--- src/beat_handshake_consts.svh ---
// constants for the system bus beat handshake block
`ifndef BEAT_HANDSHAKE_CONSTS_SVH
`define BEAT_HANDSHAKE_CONSTS_SVH
`define BURST_BEATS 4'h8
`define WIDE_PORT_BEATS 4'h4
`define MONITOR_TIMEOUT 16'h0100
`define LANE6_LSB 48
`define LANE7_LSB 56
`endif

--- src/beat_handshake_pkg.sv ---
// types for the system bus beat handshake block
package beat_handshake_pkg;
  typedef enum logic [1:0]
  {
    st_idle,
    st_slave,
    st_master
  } phase_type;
  typedef struct packed
  {
    phase_type phase;
    logic [3:0] beat_count;
    logic [3:0] beat_total;
    logic [15:0] watchdog;
    logic beat_ack_b;
    logic error_ack_b;
    logic beat_valid_b;
    logic ack_oe;
    logic [7:0] dout6;
    logic [7:0] dout7;
    logic par6;
    logic par7;
    logic par_oe;
    logic data_oe;
    logic done;
    logic failed;
    logic par_err;
    logic [2:0] sync_ta;
    logic [2:0] sync_tea;
    logic [2:0] sync_val;
  } state_type;
endpackage : beat_handshake_pkg

--- src/system_bus_beat_handshake.sv ---
// data tenure handshake: lane parity, beat strobes, termination, bus monitor
`timescale 1ns/1ps
`default_nettype none
`include "beat_handshake_consts.svh"
module system_bus_beat_handshake
  import beat_handshake_pkg::*;
#(
  parameter logic [15:0] TIMEOUT = `MONITOR_TIMEOUT
)
(
  // clock and reset
  input wire logic clk_i,
  input wire logic rst_b_i,
  // internal request: start a tenure
  input wire logic start_i,
  input wire logic as_slave_i,
  input wire logic burst_i,
  input wire logic narrow_port_i,
  input wire logic write_i,
  input wire logic [15:0] wdata_i,
  // bus pins, upper two lanes
  input wire logic [15:0] data_in_i,
  output logic [15:0] data_out_o,
  output logic data_oe_o,
  input wire logic lane6_parity_i,
  input wire logic lane7_parity_i,
  output logic lane6_parity_o,
  output logic lane7_parity_o,
  output logic parity_oe_o,
  input wire logic beat_termination_ack_b_i,
  input wire logic transfer_error_ack_b_i,
  input wire logic port_beat_valid_b_i,
  output logic beat_termination_ack_b_o,
  output logic transfer_error_ack_b_o,
  output logic port_beat_valid_b_o,
  output logic ack_oe_o,
  // status
  output logic done_o,
  output logic failed_o,
  output logic parity_error_o
);

  state_type cur;
  state_type next_cur;

  function automatic logic odd_bit(input logic [7:0] d);
    odd_bit = ~(^d);
  endfunction : odd_bit

  logic ta_s;
  logic tea_s;
  logic val_s;
  assign ta_s = ~cur.sync_ta[1];
  assign tea_s = ~cur.sync_tea[1];
  assign val_s = ~cur.sync_val[1];

  // ==========================================================
  // next state
  always_comb
  begin
    next_cur = cur;
    next_cur.sync_ta = {cur.sync_ta[1:0], beat_termination_ack_b_i};
    next_cur.sync_tea = {cur.sync_tea[1:0], transfer_error_ack_b_i};
    next_cur.sync_val = {cur.sync_val[1:0], port_beat_valid_b_i};
    next_cur.done = 1'b0;
    next_cur.failed = 1'b0;
    next_cur.par_err = 1'b0;
    next_cur.beat_ack_b = 1'b1;
    next_cur.error_ack_b = 1'b1;
    next_cur.beat_valid_b = 1'b1;
    unique case (cur.phase)
      st_idle:
      begin
        next_cur.ack_oe = 1'b0;
        next_cur.data_oe = 1'b0;
        next_cur.par_oe = 1'b0;
        next_cur.beat_count = 4'h0;
        next_cur.watchdog = 16'h0000;
        if (start_i)
        begin
          if (burst_i)
            next_cur.beat_total = `BURST_BEATS;
          else if (narrow_port_i)
            next_cur.beat_total = `WIDE_PORT_BEATS;
          else
            next_cur.beat_total = 4'h1;
          next_cur.phase = as_slave_i ? st_slave : st_master;
          next_cur.data_oe = write_i ^ as_slave_i;
          next_cur.par_oe = write_i ^ as_slave_i;
          next_cur.ack_oe = as_slave_i;
          next_cur.dout6 = wdata_i[7:0];
          next_cur.dout7 = wdata_i[15:8];
          next_cur.par6 = odd_bit(wdata_i[7:0]);
          next_cur.par7 = odd_bit(wdata_i[15:8]);
        end
      end
      st_slave:
      begin
        // drive one beat per cycle, ack on every beat of a burst, otherwise on the last one only
        next_cur.beat_valid_b = 1'b0;
        next_cur.beat_count = cur.beat_count + 4'h1;
        if (cur.beat_count + 4'h1 == cur.beat_total)
        begin
          next_cur.beat_ack_b = 1'b0;
          next_cur.phase = st_idle;
          next_cur.done = 1'b1;
        end
        else if (cur.beat_total == `BURST_BEATS)
          next_cur.beat_ack_b = 1'b0;
      end
      st_master:
      begin
        next_cur.watchdog = cur.watchdog + 16'h0001;
        if (val_s || ta_s)
        begin
          next_cur.watchdog = 16'h0000;
          if (!cur.data_oe)
          begin
            if (odd_bit(data_in_i[7:0]) != lane6_parity_i
                || odd_bit(data_in_i[15:8]) != lane7_parity_i)
              next_cur.par_err = 1'b1;
          end
          next_cur.beat_count = cur.beat_count + 4'h1;
        end
        if (tea_s)
        begin
          next_cur.phase = st_idle;
          next_cur.failed = 1'b1;
        end
        else if (cur.watchdog >= TIMEOUT)
        begin
          next_cur.error_ack_b = 1'b0;
          next_cur.ack_oe = 1'b1;
          next_cur.phase = st_idle;
          next_cur.failed = 1'b1;
        end
        else if (ta_s && (cur.beat_total == `BURST_BEATS
                 ? cur.beat_count + 4'h1 == `BURST_BEATS : 1'b1))
        begin
          next_cur.phase = st_idle;
          next_cur.done = 1'b1;
        end
      end
      default:
      begin
        next_cur.phase = st_idle;
      end
    endcase
  end

  // ==========================================================
  // state register
  always_ff @(posedge clk_i or negedge rst_b_i)
  begin
    if (!rst_b_i)
    begin
      cur <= '{
        phase: st_idle,
        beat_count: 4'h0,
        beat_total: 4'h1,
        watchdog: 16'h0000,
        beat_ack_b: 1'b1,
        error_ack_b: 1'b1,
        beat_valid_b: 1'b1,
        ack_oe: 1'b0,
        dout6: 8'h00,
        dout7: 8'h00,
        par6: 1'b1,
        par7: 1'b1,
        par_oe: 1'b0,
        data_oe: 1'b0,
        done: 1'b0,
        failed: 1'b0,
        par_err: 1'b0,
        sync_ta: 3'h7,
        sync_tea: 3'h7,
        sync_val: 3'h7
      };
    end
    else
    begin
      cur <= next_cur;
    end
  end

  // ==========================================================
  // outputs
  assign data_out_o = {cur.dout7, cur.dout6};
  assign data_oe_o = cur.data_oe;
  assign lane6_parity_o = cur.par6;
  assign lane7_parity_o = cur.par7;
  assign parity_oe_o = cur.par_oe;
  assign beat_termination_ack_b_o = cur.beat_ack_b;
  assign transfer_error_ack_b_o = cur.error_ack_b;
  assign port_beat_valid_b_o = cur.beat_valid_b;
  assign ack_oe_o = cur.ack_oe;
  assign done_o = cur.done;
  assign failed_o = cur.failed;
  assign parity_error_o = cur.par_err;

endmodule : system_bus_beat_handshake
`default_nettype wire

--- config.mk ---
export PLATFORM = sky130hd
export DESIGN_NAME = system_bus_beat_handshake
export DESIGN_NICKNAME = d
export VERILOG_FILES = /design/src/beat_handshake_pkg.sv /design/src/system_bus_beat_handshake.sv
export VERILOG_INCLUDE_DIRS = /design/src
export SDC_FILE = /design/constraint.sdc
export NUM_CORES = 1
export LEC_CHECK = 0
export BUFFER_PORTS_ARGS = -buffer_cell sky130_fd_sc_hd__buf_4
export CORE_MARGIN = 2
export CORE_UTILIZATION = 40
export CTS_CLUSTER_DIAMETER = 100
export DETAILED_ROUTE_END_ITERATION = 12
export REMOVE_ABC_BUFFERS = 1
export SLEW_MARGIN = 20
export SYNTH_ARGS = -nofsm -noshare
export SYNTH_HDL_FRONTEND = slang
export SYNTH_SLANG_ARGS = --single-unit
--- constraint.sdc ---
create_clock -name clk_i -period 3.3 [get_ports clk_i]
set_clock_uncertainty 0.05 [all_clocks]
set_input_delay 0.825 -clock clk_i [delete_from_list [all_inputs] [get_ports clk_i]]
set_output_delay 0.825 -clock clk_i [all_outputs]
set_load 0.03 [all_outputs]
* Yosys cells after proc, flatten, opt, wreduce, memory -nomap -nowiden
Index checks and enable logic that the tools add are counted.
** Storage, ports and cells
- Memories kept :: 0
- Bits in latches :: 0
- Bits in read-only memories :: 0
- Memory bits (writable) :: 0
- Bits in registers :: 59
** Cells by class
- Add/sub/neg operators :: 2
- Multiply operators :: 0
- Bitwise gates (word level) :: 7
- Mux-type cells :: 36
- Shift operators :: 0
- Divide/modulo/power cells :: 0
- Eq/ne operators :: 13
- $lt $le $gt $ge :: 1
- Reductions and logical operators :: 14
** Operators by type and width (count)
- 16-bit one-hot mux with 2 select lines :: 1
- 8-bit XOR reduction :: 4
- 21-bit two-way mux :: 1
- 1-bit two-way mux :: 19
- 16-bit by 1-bit adder with 16-bit output (second input constant) :: 1
- 16-bit by 9-bit >= comparator with 1-bit output (second input constant) :: 1
- 16-bit two-way mux :: 1
- 2-bit two-way mux :: 7
- 4-bit one-hot mux with 3 select lines :: 1
- 2-bit != test (second input constant) :: 5
- 4-bit equality test (second input constant) :: 2
- 4-bit two-way mux :: 2
- 1-bit NOT :: 6
- 2-bit one-hot mux with 3 select lines :: 1
- 3-bit AND reduction :: 2
- 4-bit by 1-bit adder with 4-bit output (second input constant) :: 1
- 4-bit equality test :: 1
- 4-bit != test (second input constant) :: 1
- 1-bit one-hot mux with 2 select lines :: 2
- 2-bit AND reduction :: 2
- 3-bit two-way mux :: 1
- 3-bit nonzero test :: 1
- 2-bit by 1-bit equality test with 1-bit output (second input constant) :: 1
- 2-bit equality test (second input constant) :: 1
- other kinds (6) :: 8

* Depth between registers and ports, before layout
- Word-level depth :: 8
- Depth in mapped cells :: 8
- Gate-level depth less buffers :: 7

* Worst setup path after synthesis
OpenSTA, ideal clock, no wires.
- Path type :: input port to flip-flop
- Start :: in start_i
- End :: reg cur[55] (netlist name)
- Library setup time :: 125 ps
- Slack :: 1394 ps
- Cell stages on the path :: 3
- Data arrival time :: 1732 ps
- Path through :: nand2_1 -> clkbuf_1 -> mux2_2
** Between the ends
- Longest elaborated chain between the ends :: 1
** RTL lines
- from (decl) :: line system_bus_beat_handshake.sv:15 : input wire logic start_i,
- 2-bit AND reduction (no source line)
- to (signal assigned) :: line system_bus_beat_handshake.sv:157 : cur <= '{
- to (signal assigned) :: line system_bus_beat_handshake.sv:182 : cur <= next_cur;
- to (decl) :: line system_bus_beat_handshake.sv:43 : state_type cur;
No other way between the ends.
A chain may end at the register's enable or synchronous reset.

* Worst setup path in the final report
- Start :: reg cur[60] (netlist name)
- End :: reg cur[58] (netlist name)
** Between the ends
- Longest elaborated chain between the ends :: 3
- Elaborated cells between the ends (all ways) :: 7
- Those cells by class :: 3 x eq/ne; 1 x mux; 3 x reduce/logical
** RTL lines
- 2-bit equality test (tied with other cells) :: line system_bus_beat_handshake.sv:71 : unique case (cur.phase)
- 2-bit != test (no source line) / 3-bit nonzero test (equally long branches)
- 2-bit AND reduction (no source line)
Parallel ways exist; a longest one is shown, timed or not.

==> key figures <==
Worst setup path
  • Top delay family on crit path: simple AND/OR/NAND/NOR gates
  • Crit path buf inv count: 1
  • Crit. End Element: register
  • Setup Crit Path Kind: register to register
  • CP max-delay cell: nand3_1
  • Crit-path cells: inv_1, ha_1, nand3_1, nand2b_1, nor2_1, mux2i_1, o21ai_0
  • Req. time, crit path: 3.47 ns
  • Startpoint type of the worst setup path: register
  • Max incr delay on CP: approximately 0.5 ns
  • CP arrival: 2.30 ns
  • CP Max Fanout: 16

Status
  • Outcome: complete, no violations

Timing
  • # setup viols final: 0
  • Max-slew headroom: 0.3593
  • PnR worst setup slack: ~1.2 ns
  • RSZ-0062 raised after global routing: false
  • Setup TNS Final: 0 ns
  • Max-slew violations: 0
  • Min cycle time layout: 2.136 ns
  • Slew @ Worst Pin: 0.9575 ns
  • Hold_ws: 0.3048 ns
  • Final Cycle Share: 0.6474
  • Final hold vios: 0
  • FMAX: 468.1 MHz

Yosys
  • Largest cells by area after synthesis: dfrtp_1 (38%), dfstp_2 (11%), xnor2_1 (8.9%), mux2_2 (6.5%), o21ai_0 (5.6%)
  • Synth Area in Adders: 0.02951
  • Synth Warn #: 0
  • Syn avg cell area: 10.64 um^2
  • Synth Area in XOR/XNOR: 0.1180
  • Synth cell types: between 40 and 50
  • Post-Synth Simple-Gate Area: 0.1273
  • Sequential share of the synthesized area: 0.4857
  • Post-synth top area share: 0.3794
  • Post-Syn Instances: roughly 280
  • Largest family of logic cells by synthesized area: simple AND/OR/NAND/NOR gates
  • Cell area after synthesis: 2968 um^2
  • Top cell type by total area after synthesis: dfrtp_1
  • Fraction of synthesized area in multiplexers: 0.06788
  • Synth Area in Compound Gates: 0.1121
  • Flop and latch count out of synthesis: 57

Route
  • Starting DRT DRC Count: 129
  • Post-Route WL: 5838 um
  • DR vias/cell: about 4.9
  • Post-DR wirelength/cell: 13.21 um
  • Drt first pass iters: 4
  • Total number of vias: 2178
  • Final routed DRC violation total: 0
  • Detail Route Antenna Nets: 0

Clock network
  • Clk slew on worst S/H paths: roughly 0.070 ns
  • CTS Buffer Depth: 2
  • Clock H-tree levels: 3
  • # resized after CTS: 0
  • Worst-Skew Late Latency: 0.33 ns
  • CTS tree: yes
  • Hold buffers post-CTS: 0
  • Clock sinks: 57
  • Inserted Clock Buffers: 9
  • CTS root buffer: clkbuf_8
  • Setup repair bufs after CTS: 0

Layout
  • Layout area overhead: 24.41%
  • Diodes inserted: 0
  • Fillers: 672
  • Fraction of layout cells with a size suffix above 1: 0.3557
  • NumNets Final: between 300 and 400
  • Final core occ: 0.5118

Global routing
  • GRT Util Overall: 0.1543
  • First-pass GRT wire length: between 9000 and 10000 um
  • Grt ovf: 0
  • Largest net degree at the start of global routing: 58
  • Initial antenna violation count: 0
  • Vias in the first global route: 2109

Floorplan
  • Initial Utilization: 0.4114
  • Die Width: approximately 90 um
  • Die area: 8124 um^2
  • Total core area: around 7000 um^2
  • # rows: 31
  • Top Ports: 71
  • Die Ht: 90.14 um

Min path
  • HP Class: register to register

Job
  • MaxCap Viol Count: 0

Placed design
  • RD Place Congestion: between 0.8 and 0.9
  • Final HPWL DP: 4172 um
  • Post-place setup slack: 1.075 ns
  • I/O Buffers: 70

Power
  • Cell Pwr Density: 808.1 nW/um^2
  • Final total power: 2984 uW
  • Leakage: 0.001612 uW
  • Peak VDD IR: about 390 uV
-- metrics by stage --
stage | instance area, um^2 | instances
after detailed placement | 3475 | 426
after floorplan | 2818 | 256
final | 3692 | 442
after global placement | 3475 | 426
after global routing | 3692 | 442
after CTS | 3692 | 442
-- path summary, 6_finish.rpt --
check,start,endpoint,slack (ns),depth (start not counted)
setup / recovery,cur[60],cur[58],1.16,7
hold / removal,cur[3],cur[4],0.30,0
setup reg to reg,cur[60],cur[58],1.16,7
hold reg to reg,cur[3],cur[4],0.30,0
max in group asynchronous,rst_b_i,cur[49],2.23,1
min in group asynchronous,rst_b_i,cur[43],0.48,1
-- logic make-up (layout without fill, tap and decap cells) --
kind of cell / Yosys count / after routing
AO/OA/AOI/OAI: 54 / 54
buffers and inverters: 30 / 94
flip-flops: 57 / 57
AND/OR/NAND/NOR: 73 / 73
adder cells (fa/ha/maj): 7 / 7
XOR/XNOR: 40 / 40
multiplexers: 18 / 18
-- sequential cells by signal (all words and copies together) (netlist names) --
signal	flops
ack_oe_o	1
beat_termination_ack_b_o	1
cur	31
data_out_o	16
done_o	1
failed_o	1
lane6_parity_o	1
lane7_parity_o	1
parity_error_o	1
parity_oe_o	1
port_beat_valid_b_o	1
transfer_error_ack_b_o	1
-- final cells by class --
class	count	area [um^2]	share of cell area
Timing Repair Buffer	71	533.0	0.1444
Sequential cell	57	1441	0.3904
Inverter	7	26.28	0.007116
Clock buffer	14	182.7	0.04947
Multi-Input combinational cell	192	1350	0.3656
Tap cell	99	123.9	0.03355
Clock inverter	2	35.03	0.009488
-- layout by cell type, fill, tap and decap left out, drive strengths merged, types with 2 or more instances in the layout --
master	netlist	layout
buf	18	71
dfrtp	45	45
o21ai	33	33
xnor2	30	30
nand2	27	27
mux2	17	17
nor2	14	14
clkbuf	5	14
dfstp	12	12
xor2	10	10
nand3	9	9
inv	7	7
ha	7	7
nand2b	5	5
nand4	5	5
a31oi	4	4
and3	3	3
nor3	3	3
o22ai	2	2
or4	2	2
o31ai	2	2
a21oi	2	2
nor4	2	2
-- synthesized netlist by cell type --
master,count
buf_4,17
nor3_1,2
o221a_1,1
nand2_1,27
dfrtp_1,45
a22o_1,1
nor4_1,1
nor4_4,1
a21oi_1,2
a22oi_1,1
a21o_1,1
nor3_4,1
o22ai_1,2
o211a_1,1
nand3_1,9
o21ai_0,33
nand2b_1,5
mux2i_1,1
inv_1,7
o31ai_1,2
o2bb2ai_1,1
nor3b_1,1
nor2_1,14
a221oi_1,1
a211oi_2,1
clkbuf_1,5
or4_4,2
dfstp_2,12
or2_2,1
xnor2_1,30
mux2_2,17
buf_1,1
ha_1,7
nand3b_1,1
o221ai_2,1
xor2_1,10
a21boi_0,1
nand4_1,5
a31oi_1,4
o211ai_1,1
and3_1,3
-- worst register-to-register path: cells and delay by family, from the launching register on --
| family | cells | cell delay (ns) |
|---|---|---|
| AO/OA/AOI/OAI | 1 | 0.08 |
| adder cells (fa/ha/maj) | 1 | 0.27 |
| buffers and inverters | 1 | 0.10 |
| multiplexers | 1 | 0.13 |
| flip-flops | 1 | 0.40 |
| AND/OR/NAND/NOR | 3 | 1.00 |
-- report_power, final --
group / leakage, uW / internal (uW) / total [uW] / switching [uW]
logic: 0.000791 / 523 / 1240 / 720
clock network: 0.000113 / 430 / 703 / 272
registers: 0.000708 / 909 / 1040 / 129
-- per-layer routing --
| metal | up-vias | part of all wire | GRT usage |
|---|---|---|---|
| met1 | 1040 | 0.46 | 0.1897 |
| met5 | - | 0 | 0 |
| li1 | 1067 | - | - |
| met3 | 6 | 0.056 | 0.05700 |
| met2 | 65 | 0.47 | 0.2406 |
| met4 | 0 | 0.019 | 0.07308 |
Power figures use the tool's default switching activity.
